$ cat src/shared/madc_pkg.sv
// Operation
// - Hold position detection state while hold bit set and startup uses it.
// - Hold speed detection state while hold bit set and detection enabled.
// - Inner loop disable stops both loops; forced fields drive d/q commands.
// - Forced d field: up to 500 is value/500, from 524 up is (value-1024)/500.
// - Forced q field decodes alike; 501 to 523 are invalid.
// - Writing one to measurement command starts parameter measurement.
// - Back-EMF measure enable includes back-EMF constant measurement.
// - Mechanical measure enable includes mechanical parameter measurement.
// - Writing one to measured-to-shadow copies results into shadow config.
// - Current gain readback is read-only, integral high, proportional low.
// - Speed gain readback is read-only, integral high, proportional low.
// - Variable at 12-bit monitor address is scaled onto monitor output.
// - Scaling codes 1..15 give n/8; code 0 treats variable as enum <= 31.
// - With scaling zero, variable is multiplied by 2 to the multiplier.
// - Polarity zero gives bipolar output around mid-scale; one unipolar.
// - EEPROM access allowed only when user key equals stored lock key.
// - Store bit copies shadow to EEPROM; load bit copies EEPROM to shadow.
// - Fault clear and retry count clear pulse once and are write-only.
// - Host tickles watchdog bit each period; device returns it to zero.
package madc_pkg;
	localparam logic [11:0] OFS_DEVICE_COMMAND = 12'h0EA;
	localparam logic [11:0] OFS_STARTUP_OVERRIDE = 12'h0EC;
	localparam logic [11:0] OFS_LOOP_OVERRIDE = 12'h0EE;
	localparam logic [11:0] OFS_CURRENT_GAIN = 12'h0F0;
	localparam logic [11:0] OFS_SPEED_GAIN = 12'h0F2;
	localparam logic [11:0] OFS_MONITOR_CFG = 12'h0F4;
	localparam logic [11:0] OFS_NVM_KEY = 12'h0F6;

	localparam int CMD_STORE_BIT = 31;
	localparam int CMD_LOAD_BIT = 30;
	localparam int CMD_FAULT_CLEAR_BIT = 29;
	localparam int CMD_RETRY_CLEAR_BIT = 28;
	localparam int CMD_KEY_LSB = 20;
	localparam int CMD_TICKLE_BIT = 10;
	localparam logic [7:0] WRITE_ACCESS_KEY = 8'hA5;

	localparam int SO_HOLD_IPD_BIT = 12;
	localparam int SO_HOLD_ISD_BIT = 11;

	localparam int LO_INNER_DIS_BIT = 26;
	localparam int LO_VD_LSB = 16;
	localparam int LO_VQ_LSB = 6;
	localparam int LO_MEAS_CMD_BIT = 5;
	localparam int LO_KE_BIT = 2;
	localparam int LO_MECH_BIT = 1;
	localparam int LO_SHADOW_BIT = 0;

	localparam int GAIN_HI_LSB = 16;

	localparam int MON_MULT_LSB = 17;
	localparam int MON_SCALE_LSB = 13;
	localparam int MON_POL_BIT = 12;

	localparam logic [9:0] FORCE_POS_MAX = 10'h1F4;
	localparam logic [9:0] FORCE_NEG_MIN = 10'h20C;
	localparam logic [10:0] FORCE_WRAP = 11'h400;
	localparam logic [15:0] ENUM_MAX = 16'h001F;
	localparam logic [11:0] DAC_MID = 12'h800;
	localparam logic [31:0] RESET_WORD = 32'h0000_0000;

	typedef struct packed {
		logic wr;
		logic rd;
		logic [11:0] addr;
		logic [31:0] wdata;
	} madc_req_s;

	typedef struct packed {
		logic [9:0] integral;
		logic [9:0] proportional;
	} madc_gain_s;

	typedef struct packed {
		logic [3:0] mult;
		logic [3:0] scale;
		logic unipolar;
		logic [11:0] addr;
	} madc_mon_s;
endpackage

$ cat src/core/madc_monitor.sv
`timescale 1ns/1ps
// Scales the fetched algorithm variable into a 12-bit monitor DAC code.
module madc_monitor (
	input wire logic sys_clk_in,
	input wire logic resetn_in,
	input wire madc_pkg::madc_mon_s cfg_in,
	input wire logic signed [15:0] var_data_in,
	output logic [11:0] dac_code_out
);
	wire logic signed [20:0] gain_prod;
	wire logic signed [20:0] scaled;
	wire logic [15:0] enum_val;
	wire logic [31:0] enum_shift;
	wire logic signed [20:0] active;
	wire logic signed [20:0] bip_sum;
	wire logic [11:0] code_d;

	assign gain_prod = var_data_in * $signed({1'b0, cfg_in.scale});
	assign scaled = gain_prod >>> 3;
	// Enumerations are clamped to their maximum before the power-of-two gain.
	assign enum_val = (var_data_in < 0) ? 16'h0000 :
		((var_data_in > $signed(madc_pkg::ENUM_MAX)) ?
		madc_pkg::ENUM_MAX : var_data_in);
	assign enum_shift = {16'h0000, enum_val} << cfg_in.mult;
	assign active = (cfg_in.scale == 4'h0) ?
		$signed({1'b0, enum_shift[19:0]}) : scaled;
	assign bip_sum = (active >>> 5) + $signed({9'h000, madc_pkg::DAC_MID});
	// Unipolar clips negatives to zero; bipolar centres on mid-scale.
	assign code_d = cfg_in.unipolar ?
		((active < 0) ? 12'h000 :
		((active > 21'sh000FFF) ? 12'hFFF : active[11:0])) :
		((bip_sum < 0) ? 12'h000 :
		((bip_sum > 21'sh000FFF) ? 12'hFFF : bip_sum[11:0]));

	always_ff @(posedge sys_clk_in or negedge resetn_in) begin
		if (!resetn_in) begin
			dac_code_out <= 12'h000;
		end else begin
			dac_code_out <= code_d;
		end
	end
endmodule

$ cat src/core/madc_regs.sv
`timescale 1ns/1ps
// Debug and control register bank of the motor control engine.
module madc_regs (
	input wire logic sys_clk_in,
	input wire logic resetn_in,
	input wire madc_pkg::madc_req_s req_in,
	output logic [31:0] reg_rdata_out,
	output logic reg_rvalid_out,
	input wire logic startup_is_ipd_in,
	input wire logic speed_detect_enable_in,
	input wire madc_pkg::madc_gain_s inner_gain_in,
	input wire madc_pkg::madc_gain_s outer_gain_in,
	input wire logic signed [15:0] monitor_var_data_in,
	input wire logic [14:0] nvm_lock_key_in,
	output logic hold_position_detect_out,
	output logic hold_speed_detect_out,
	output logic inner_loop_disable_out,
	output logic outer_loop_disable_out,
	output logic signed [10:0] d_modulation_reference_out,
	output logic signed [10:0] q_modulation_reference_out,
	output logic d_reference_valid_out,
	output logic q_reference_valid_out,
	output logic measurement_start_out,
	output logic backemf_measure_enable_out,
	output logic mechanical_measure_enable_out,
	output logic measured_to_shadow_out,
	output logic [11:0] monitor_address_out,
	output logic [11:0] monitor_output_out,
	output logic nvm_access_allowed_out,
	output logic store_config_out,
	output logic load_config_out,
	output logic fault_clear_out,
	output logic retry_count_clear_out,
	output logic watchdog_tickle_out
);
	logic [7:0] access_key_q;
	logic [7:0] access_key_d;
	logic [1:0] startup_q;
	logic [1:0] startup_d;
	logic [24:0] loop_q;
	logic [24:0] loop_d;
	madc_pkg::madc_mon_s mon_q;
	madc_pkg::madc_mon_s mon_d;
	logic [14:0] user_key_q;
	logic [14:0] user_key_d;
	logic [31:0] rdata_d;

	wire logic hit_cmd;
	wire logic hit_so;
	wire logic hit_lo;
	wire logic hit_cg;
	wire logic hit_sg;
	wire logic hit_mon;
	wire logic hit_key;
	wire logic wr_cmd;
	wire logic wr_lo;
	wire logic [31:0] wd;
	wire logic [9:0] vd_field;
	wire logic [9:0] vq_field;
	wire logic inner_dis;
	wire logic key_match;
	wire logic store_ok;
	wire logic [31:0] rd_cmd;
	wire logic [31:0] rd_so;
	wire logic [31:0] rd_lo;
	wire logic [31:0] rd_cg;
	wire logic [31:0] rd_sg;
	wire logic [31:0] rd_mon;
	wire logic [31:0] rd_key;
	wire logic signed [10:0] vd_ref;
	wire logic signed [10:0] vq_ref;
	wire logic vd_ok;
	wire logic vq_ok;

	assign wd = req_in.wdata;
	assign hit_cmd = (req_in.addr == madc_pkg::OFS_DEVICE_COMMAND);
	assign hit_so = (req_in.addr == madc_pkg::OFS_STARTUP_OVERRIDE);
	assign hit_lo = (req_in.addr == madc_pkg::OFS_LOOP_OVERRIDE);
	assign hit_cg = (req_in.addr == madc_pkg::OFS_CURRENT_GAIN);
	assign hit_sg = (req_in.addr == madc_pkg::OFS_SPEED_GAIN);
	assign hit_mon = (req_in.addr == madc_pkg::OFS_MONITOR_CFG);
	assign hit_key = (req_in.addr == madc_pkg::OFS_NVM_KEY);
	assign wr_cmd = req_in.wr & hit_cmd;
	assign wr_lo = req_in.wr & hit_lo;

	// Next values of the stored fields; readback-only registers take no write.
	assign access_key_d = wr_cmd ? wd[madc_pkg::CMD_KEY_LSB +: 8] :
		access_key_q;
	assign startup_d = (req_in.wr & hit_so) ?
		{wd[madc_pkg::SO_HOLD_IPD_BIT], wd[madc_pkg::SO_HOLD_ISD_BIT]} :
		startup_q;
	assign loop_d = wr_lo ? {wd[madc_pkg::LO_INNER_DIS_BIT],
		wd[madc_pkg::LO_VD_LSB +: 10], wd[madc_pkg::LO_VQ_LSB +: 10],
		wd[madc_pkg::LO_MEAS_CMD_BIT], wd[madc_pkg::LO_KE_BIT],
		wd[madc_pkg::LO_MECH_BIT], wd[madc_pkg::LO_SHADOW_BIT]} :
		loop_q;
	assign mon_d = (req_in.wr & hit_mon) ? madc_pkg::madc_mon_s'(
		{wd[madc_pkg::MON_MULT_LSB +: 4], wd[madc_pkg::MON_SCALE_LSB +: 4],
		wd[madc_pkg::MON_POL_BIT], wd[11:0]}) : mon_q;
	assign user_key_d = (req_in.wr & hit_key) ? wd[14:0] : user_key_q;

	assign inner_dis = loop_q[24];
	assign vd_field = loop_q[23:14];
	assign vq_field = loop_q[13:4];

	// Forced voltage codes in 1/500 steps; the dead band 501..523 is invalid.
	assign vd_ok = (vd_field <= madc_pkg::FORCE_POS_MAX) |
		(vd_field >= madc_pkg::FORCE_NEG_MIN);
	assign vd_ref = !vd_ok ? 11'sh000 :
		((vd_field <= madc_pkg::FORCE_POS_MAX) ? $signed({1'b0, vd_field}) :
		$signed({1'b0, vd_field} - madc_pkg::FORCE_WRAP));
	assign vq_ok = (vq_field <= madc_pkg::FORCE_POS_MAX) |
		(vq_field >= madc_pkg::FORCE_NEG_MIN);
	assign vq_ref = !vq_ok ? 11'sh000 :
		((vq_field <= madc_pkg::FORCE_POS_MAX) ? $signed({1'b0, vq_field}) :
		$signed({1'b0, vq_field} - madc_pkg::FORCE_WRAP));

	assign key_match = (user_key_q == nvm_lock_key_in);
	// A store needs both the matching user key and the write access key.
	assign store_ok = key_match &
		(wd[madc_pkg::CMD_KEY_LSB +: 8] == madc_pkg::WRITE_ACCESS_KEY);

	// Command, tickle and clear bits are acted on at once and read as zero.
	assign rd_cmd = {4'h0, access_key_q, 20'h00000};
	assign rd_so = {19'h00000, startup_q[1], startup_q[0], 11'h000};
	assign rd_lo = {5'h00, loop_q[24:4], loop_q[3], 2'h0,
		loop_q[2], loop_q[1], loop_q[0]};
	assign rd_cg = {6'h00, inner_gain_in.integral,
		6'h00, inner_gain_in.proportional};
	assign rd_sg = {6'h00, outer_gain_in.integral,
		6'h00, outer_gain_in.proportional};
	assign rd_mon = {11'h000, mon_q.mult, mon_q.scale,
		mon_q.unipolar, mon_q.addr};
	assign rd_key = {17'h00000, user_key_q};

	always_comb begin
		if (hit_cmd) begin
			rdata_d = rd_cmd;
		end else if (hit_so) begin
			rdata_d = rd_so;
		end else if (hit_lo) begin
			rdata_d = rd_lo;
		end else if (hit_cg) begin
			rdata_d = rd_cg;
		end else if (hit_sg) begin
			rdata_d = rd_sg;
		end else if (hit_mon) begin
			rdata_d = rd_mon;
		end else if (hit_key) begin
			rdata_d = rd_key;
		end else begin
			rdata_d = madc_pkg::RESET_WORD;
		end
	end

	always_ff @(posedge sys_clk_in or negedge resetn_in) begin
		if (!resetn_in) begin
			access_key_q <= 8'h00;
			startup_q <= 2'h0;
			loop_q <= 25'h0000000;
			mon_q <= '0;
			user_key_q <= 15'h0000;
		end else begin
			access_key_q <= access_key_d;
			startup_q <= startup_d;
			loop_q <= loop_d;
			mon_q <= mon_d;
			user_key_q <= user_key_d;
		end
	end

	always_ff @(posedge sys_clk_in or negedge resetn_in) begin
		if (!resetn_in) begin
			reg_rdata_out <= 32'h0000_0000;
			reg_rvalid_out <= 1'b0;
		end else begin
			reg_rdata_out <= req_in.rd ? rdata_d : 32'h0000_0000;
			reg_rvalid_out <= req_in.rd;
		end
	end

	always_ff @(posedge sys_clk_in or negedge resetn_in) begin
		if (!resetn_in) begin
			hold_position_detect_out <= 1'b0;
			hold_speed_detect_out <= 1'b0;
			inner_loop_disable_out <= 1'b0;
			outer_loop_disable_out <= 1'b0;
			d_modulation_reference_out <= 11'sh000;
			q_modulation_reference_out <= 11'sh000;
			d_reference_valid_out <= 1'b0;
			q_reference_valid_out <= 1'b0;
			backemf_measure_enable_out <= 1'b0;
			mechanical_measure_enable_out <= 1'b0;
			monitor_address_out <= 12'h000;
			nvm_access_allowed_out <= 1'b0;
		end else begin
			hold_position_detect_out <= startup_q[1] & startup_is_ipd_in;
			hold_speed_detect_out <= startup_q[0] & speed_detect_enable_in;
			inner_loop_disable_out <= inner_dis;
			outer_loop_disable_out <= inner_dis;
			d_modulation_reference_out <= inner_dis ? vd_ref : 11'sh000;
			q_modulation_reference_out <= inner_dis ? vq_ref : 11'sh000;
			d_reference_valid_out <= inner_dis & vd_ok;
			q_reference_valid_out <= inner_dis & vq_ok;
			backemf_measure_enable_out <= loop_q[2];
			mechanical_measure_enable_out <= loop_q[1];
			monitor_address_out <= mon_q.addr;
			nvm_access_allowed_out <= key_match;
		end
	end

	// One-cycle command pulses taken straight from the accepted write.
	always_ff @(posedge sys_clk_in or negedge resetn_in) begin
		if (!resetn_in) begin
			measurement_start_out <= 1'b0;
			measured_to_shadow_out <= 1'b0;
			store_config_out <= 1'b0;
			load_config_out <= 1'b0;
			fault_clear_out <= 1'b0;
			retry_count_clear_out <= 1'b0;
			watchdog_tickle_out <= 1'b0;
		end else begin
			measurement_start_out <= wr_lo &
				wd[madc_pkg::LO_MEAS_CMD_BIT];
			measured_to_shadow_out <= wr_lo &
				wd[madc_pkg::LO_SHADOW_BIT];
			store_config_out <= wr_cmd & store_ok &
				wd[madc_pkg::CMD_STORE_BIT];
			load_config_out <= wr_cmd & key_match &
				wd[madc_pkg::CMD_LOAD_BIT];
			fault_clear_out <= wr_cmd &
				wd[madc_pkg::CMD_FAULT_CLEAR_BIT];
			retry_count_clear_out <= wr_cmd &
				wd[madc_pkg::CMD_RETRY_CLEAR_BIT];
			watchdog_tickle_out <= wr_cmd &
				wd[madc_pkg::CMD_TICKLE_BIT];
		end
	end

	madc_monitor u_monitor (
		.sys_clk_in(sys_clk_in),
		.resetn_in(resetn_in),
		.cfg_in(mon_q),
		.var_data_in(monitor_var_data_in),
		.dac_code_out(monitor_output_out)
	);
endmodule

$ cat config.mk
export PLATFORM = sky130hd
export DESIGN_NAME = madc_regs
export DESIGN_NICKNAME = d
export VERILOG_FILES = /design/src/shared/madc_pkg.sv /design/src/core/madc_monitor.sv /design/src/core/madc_regs.sv
export SDC_FILE = /design/constraint.sdc
export NUM_CORES = 1
export LEC_CHECK = 0
export BUFFER_PORTS_ARGS = -buffer_cell sky130_fd_sc_hd__buf_4
export CAP_MARGIN = 30
export CORE_UTILIZATION = 45
export DETAILED_ROUTE_END_ITERATION = 8
export PLACE_DENSITY = 0.65
export SLEW_MARGIN = 40
export SYNTH_ARGS = -nofsm -noshare
export SYNTH_HDL_FRONTEND = slang
export SYNTH_SLANG_ARGS = --single-unit
$ cat constraint.sdc
create_clock -name sys_clk_in -period 16.97 [get_ports sys_clk_in]
set_clock_uncertainty 0.1 [all_clocks]
set_input_delay 2.5455 -clock sys_clk_in [delete_from_list [all_inputs] [get_ports sys_clk_in]]
set_output_delay 2.5455 -clock sys_clk_in [all_outputs]
set_load 0.1 [all_outputs]
# After elaboration in Yosys (flattened, before gate mapping)
# Cells that the tools add are included.
[word_totals]
register_bits = 165
output_inout_bits = 95
[classes]
add_sub_neg = 3
mul = 1
magnitude_cmp = 10
n_eq_ne = 9
shift = 1
mux = 22
n_bitwise = 21
reduce_logical = 1
[ops]
columns = ["cell", "count"]
rows = [
  ["$mux 32", 3],
  ["$eq 12x8->1 const B", 7],
  ["$mux 11", 6],
  ["$mux 12", 5],
  ["$mux 26", 2],
  ["$mux 21", 2],
  ["$mux 16", 2],
  ["$mux 27", 1],
  ["$sub 10x11->11 const B", 2],
  ["$gt 21x13->1 const B", 1],
  ["$lt 21x1->1 const B", 1],
  ["$mul 16x5->21", 1],
  ["$ge 10x10->1 const B", 2],
  ["$le 10x9->1 const B", 2],
  ["$shl 16x4->20", 1],
  ["$and 1x1->1", 19],
  ["$add 16x13->17 const B", 1],
  ["$gt 17x13->1 const B", 1],
  ["$lt 17x1->1 const B", 1],
  ["$gt 16x6->1 const B", 1],
  ["$lt 16x1->1 const B", 1],
  ["$eq 15x15->1", 1],
  ["$mux 15", 1],
  ["$eq 8x8->1 const B", 1],
  ["other kinds (2)", 3],
]

# Depth between registers and ports, before layout
[logic_depth]
depth_word = 10
ltp_mapped = 23
ltp_nobuf = 19

# Modules after synthesis
# Synthesis repeated with hierarchy kept, for this count alone.
[hier_totals]
hier_cells = 1029
area_unflattened_um2 = 10607.7
[by_module_without_submodules]
columns = ["module", "n_inst", "cells_each", "area_per_inst_um2"]
rows = [
  ["madc_regs", 1, 480, 6409.9],
  ["madc_monitor", 1, 549, 4197.8],
]

# Worst setup path before layout
# OpenSTA, ideal clock, no wires.
[synth_path]
path_type = "input port to flip-flop"
from = "input monitor_var_data_in[5]"
to = "register u_monitor.dac_code_out[3]"
setup_time_ps = 130
t_arrival_ps = 7372
t_required_ps = 16740
slack_ps = 9368
path_stages = 20
cell_sequence = "and2_1 -> ha_1 -> fa_1 -> inv_1 -> fa_1 -> inv_1 -> ha_1 -> a2111oi_0 -> o21ai_2 -> a41oi_2 -> o31a_1 -> mux2_4 -> nor2_1 -> ha_1 -> a2111oi_2 -> mux2i_1 -> buf_2 -> or2_2 -> a21oi_1 -> a21oi_1"
[synth_between]
elab_chain_len = 10
[synth_lines]
columns = ["element", "line", "text"]
rows = [
  ["start: declaration", "madc_regs.sv:13", "input wire logic signed [15:0] monitor_var_data_in,"],
  ["parallel branches: the longest is 4 deep, another holds $mul 16x5->21", "--", ""],
  ["$mux 21 (*)", "madc_monitor.sv:25", "assign active = (cfg_in.scale == 4'h0) ?"],
  ["$add 16x13->17", "madc_monitor.sv:27", "assign bip_sum = (active >>> 5) + $signed({9'h000, madc_pkg::DAC_MID});"],
  ["$gt 17x13->1", "madc_monitor.sv:33", "((bip_sum > 21'sh000FFF) ? 12'hFFF : bip_sum[11:0]));"],
  ["$mux 12", "madc_monitor.sv:33", ""],
  ["$mux 12", "madc_monitor.sv:32", "((bip_sum < 0) ? 12'h000 :"],
  ["$mux 12 (*)", "madc_monitor.sv:29", "assign code_d = cfg_in.unipolar ?"],
  ["net u_monitor.code_d[3]", "madc_monitor.sv:16", "wire logic [11:0] code_d;"],
  ["end signal: assignment", "madc_monitor.sv:39", "dac_code_out <= code_d;"],
  ["end: declaration", "madc_monitor.sv:8", "output logic [11:0] dac_code_out"],
]
# Mark *: on every way through the listed nets, which the timed path passes.
# A chain may end at the register's enable or synchronous reset.

# Worst setup path after layout
[layout_path]
from = "input monitor_var_data_in[8]"
to = "register u_monitor.dac_code_out[2]"
# The elaborated chain is that of the path after synthesis.

==> out/metrics.csv <==
stage,metric,value,unit
placement,dp_slack,8687,ps
power,power.share.combinational,0.084,
power,clkPwrFrac,0.463,
yosys,synth_warnings,0,
clock_tree,ctsResizeCount,0,
yosys,syn_inst,982,
min_path,min_delay_worst_endpoint,monitor_address_out[9]$_DFF_PN0_,
power,sw_frac_of_total,0.2614,
timing,worst_slew_pin_slew,827.9,ps
timing,fmax,128.8,MHz
global_route,overflow,0,
worst_setup_path,cp-end-kind,register,
detailed_routing,vias,8214,
clock_tree,cts_sinks,161,
placement,gp_congestion,0.9226,
detailed_routing,first_pass_iters,5,
outcome,outcome,completed,
worst_setup_path,cp_slowest_cell,fa_1,
layout,regArea,4029,um^2
clock_tree,cts_hold_buf,0,
yosys,ys_async_sr_fraction,1.000,
detailed_routing,avgViaCountPerCell,5.599,
worst_setup_path,r2r_end,u_monitor.dac_code_out[2]$_DFF_PN0_,
placement,io_buffers,211,
global_route,grt_pass1_wl,44610,um
placement,dp_cells,1435,
worst_setup_path,r2r_start,mon_q[15]$_DFFE_PN0P_,
detailed_routing,ant_nets,0,
floorplanning,die_w,151.8,um
min_path,worstHoldPathType,register to register,
power,fin_total_pwr,854.0,uW
floorplanning,die_y,151.8,um
yosys,synth.avg_cell_area,10.29,um^2
worst_setup_path,cpMostUsedCell,ha_1,
timing,hold_slack,276.8,ps
global_route,grt_pass1_vias,8094,
min_path,hold_depth,0,
power,power-per-cell-area,68.53,nW/um^2
detailed_routing,wl_per_cell,19.28,um
timing,setup_slack,9206,ps
layout,final_cells,1467,
yosys,synthTopCellsByArea,"dfrtp_1, mux2_2, fa_1",
worst_setup_path,worstSetupPathType,input port to register,
power,cellLeakagePower,0.006230,uW
clock_tree,cts_max_path_buffers,2,
clock_tree,cts_setup_buffers,0,
power,intPower,630.8,uW
placement,hpwl,21560,um
floorplanning,rows,54,
global_route,grt.total_usage,0.2471,
yosys,synth_edf_count,0,
yosys,synthFlopType,dfrtp_1,
power,seqPwrFrac,0.453,
global_route,antenna_found_initial,0,
timing,hold_viol_final,0,
clock_tree,tritoncts,done,
yosys,synthesis.area,10100,um^2
timing,relSlewSlack,0.4460,
run,max_cap_viol_count,0,
worst_setup_path,reg2reg_slack,10680,ps
detailed_routing,post-route-drc-count,0,
detailed_routing,wirelength,28290,um
timing,rsz0062_at_grt,false,
global_route,top_usage_layer,met2,
worst_setup_path,startpoint_type,input port,
timing,setup_viol,0,
power,peakVddDrop,0.07109,mV
clock_tree,path_clk_slew,70,ps
timing,finalSetupTns,0,ps
floorplanning,dieArea,23050,um^2
layout,nFillCells,1970,
layout,multi_input_area,5522,um^2
clock_tree,cts-root-buf,clkbuf_16,
global_route,use_met3,0.06075,
worst_setup_path,crit_chain,buf_4 -> and2_1 -> ha_1 -> fa_1 -> inv_1 -> fa_1 -> inv_1 -> ha_1 -> a21o_1 -> a221o_1 -> a21o_1 -> o311a_1 -> a211oi_1 -> a21oi_1 -> ha_1 -> a211oi_1 -> mux2i_2 -> o21a_1 -> and2b_2 -> a21oi_1,
layout,fin_nets,1367,
global_route,use_met2,0.3786,
worst_setup_path,arrival,8000,ps
worst_setup_path,cp_max_fo,12,
worst_setup_path,required,17210,ps
clock_tree,h-tree-depth,4,
worst_setup_path,ff2ff_path_depth,19,
min_path,min-delay-start,mon_q[9]$_DFFE_PN0P_,
yosys,yosysTopAreaCell,dfrtp_1,
clock_tree,clkLatencyLatePin,430,ps
layout,area_growth,23.36,%
yosys,ys_seq_area_frac,0.3989,
detailed_routing,drt_iter0_drc,499,
floorplanning,start_util,0.4614,
yosys,synth-seq-cells,161,
layout,num_antenna_cells,0,
worst_setup_path,max_stage_delay,550,ps
yosys,synth_top_area_frac,0.3989,
floorplanning,core,21890,um^2
power,p_switching,223.2,uW
global_route,grt_max_degree,86,
timing,timing.final.crit_share,0.4575,
timing,fin_crit,7764,ps
floorplanning,ios,216,
global_route,use_met1,0.3506,
yosys,yosysUniqueCellTypes,84,
clock_tree,cts_made_buffers,17,
layout,final_layout_size_suffix_gt1_frac,0.3016,
timing,finalMaxSlewViolations,0,
-- cell type report --
cell class                 count  area share
sequential                   161      0.3233
timing repair buffer         219      0.1327
tap                          280     0.02812
inverter                      76     0.02289
clock inverter                14     0.01456
multi-input combinational    699      0.4431
clock buffer                  18     0.03524
-- flip-flops by register name (all words and copies together), names as in the netlist, 2 cells and up --
register,count
monitor_address_out,12
user_key_q,15
d_modulation_reference_out,11
mon_q,21
reg_rdata_out,28
access_key_q,8
u_monitor.dac_code_out,12
q_modulation_reference_out,11
loop_q,25
startup_q,2
-- cells in the mapped netlist, types with 4 or more instances --
master,n
dfrtp_1,161
inv_1,76
nand2_1,76
mux2_2,66
nor2_1,57
and2_1,55
a21oi_1,52
ha_1,39
o21ai_0,34
fa_1,33
clkbuf_1,25
nor2b_1,24
xnor2_1,20
nand3_1,14
o22ai_1,13
a22oi_1,12
and3_1,12
mux2i_1,12
nand4_1,11
nor4_1,11
o21a_1,11
a21o_1,10
a221oi_1,8
xor2_1,8
o211ai_1,7
a211oi_1,6
a222oi_1,6
clkbuf_8,6
mux4_2,6
nor3_1,6
or3_1,6
buf_2,5
buf_4,5
nand4b_1,5
or4_1,5
a311oi_1,4
and2_2,4
buf_6,4
-- layout by cell type (no fill, tap or decap), drive strengths merged, types with 14 or more instances in the layout --
| cell type | Yosys | layout |
|---|---|---|
| nand2 | 76 | 76 |
| nor2 | 58 | 58 |
| mux2 | 67 | 67 |
| inv | 76 | 85 |
| fa | 33 | 33 |
| o21ai | 38 | 38 |
| ha | 39 | 39 |
| xnor2 | 20 | 20 |
| dfrtp | 161 | 161 |
| clkbuf | 31 | 19 |
| and2 | 59 | 59 |
| buf | 18 | 218 |
| a21oi | 54 | 54 |
| nand3 | 14 | 14 |
| nor2b | 24 | 24 |
-- critical path: cells and delay by family --
family / cells / cell delay [ps]
AOI/OAI and AO/OA: 9 / 2180
adders and majority gates: 5 / 2160
muxes: 1 / 510
and+or+nand+nor: 2 / 360
buffers and inverters: 3 / 230
-- how the worst max path moves through the flow --
stage,depth (start not counted),start,to
final,20,monitor_var_data_in[8],u_monitor.dac_code_out[2]$_DFF_PN0_
after global routing,20,monitor_var_data_in[8],u_monitor.dac_code_out[2]$_DFF_PN0_
after CTS,20,monitor_var_data_in[8],u_monitor.dac_code_out[2]$_DFF_PN0_
after detailed placement,20,monitor_var_data_in[8],u_monitor.dac_code_out[2]$_DFF_PN0_
after global placement,20,monitor_var_data_in[10],u_monitor.dac_code_out[2]$_DFF_PN0_
after floorplan,20,monitor_var_data_in[5],u_monitor.dac_code_out[3]$_DFF_PN0_
-- power by group through the flow --
| stage | clock (uW) | sequential, uW | combinational, uW |
|---|---|---|---|
| after floorplan | 0 | 401 | 24.3 |
| after global placement | 0 | 394 | 71.2 |
| after detailed placement | 0 | 394 | 72.0 |
| after CTS | 403 | 387 | 72.2 |
| after global routing | 419 | 387 | 77.8 |
| final | 395 | 387 | 71.9 |
-- routing by layer --
layer,share of wire,vias to the layer above
met3,0.066,30
li1,-,3856
met5,0,-
met1,0.46,4059
met4,0.016,0
met2,0.46,269
-- cells by family (layout without fill, tap and decap cells) --
group                    after synthesis  in the layout  synth area share
AND/OR/NAND/NOR                      305            305            0.1620
AO/OA/AOI/OAI                        205            205            0.1410
flip-flops                           161            161            0.3989
buffers and inverters                125            327           0.05946
multiplexers                          85             85            0.1003
adder cells (fa/ha/maj)               72             72            0.1137
XOR/XNOR                              28             28           0.02428
other                                  1              4         0.0003713
-- stage by stage --
step / utilization / instance area [um^2]
after floorplan: - / 10110
after global routing: 0.5692 / 12460
after CTS: 0.5685 / 12450
after global placement: 0.5392 / 11800
final: 0.5692 / 12460
after detailed placement: 0.5402 / 11830
Power figures use the tool's default switching activity.
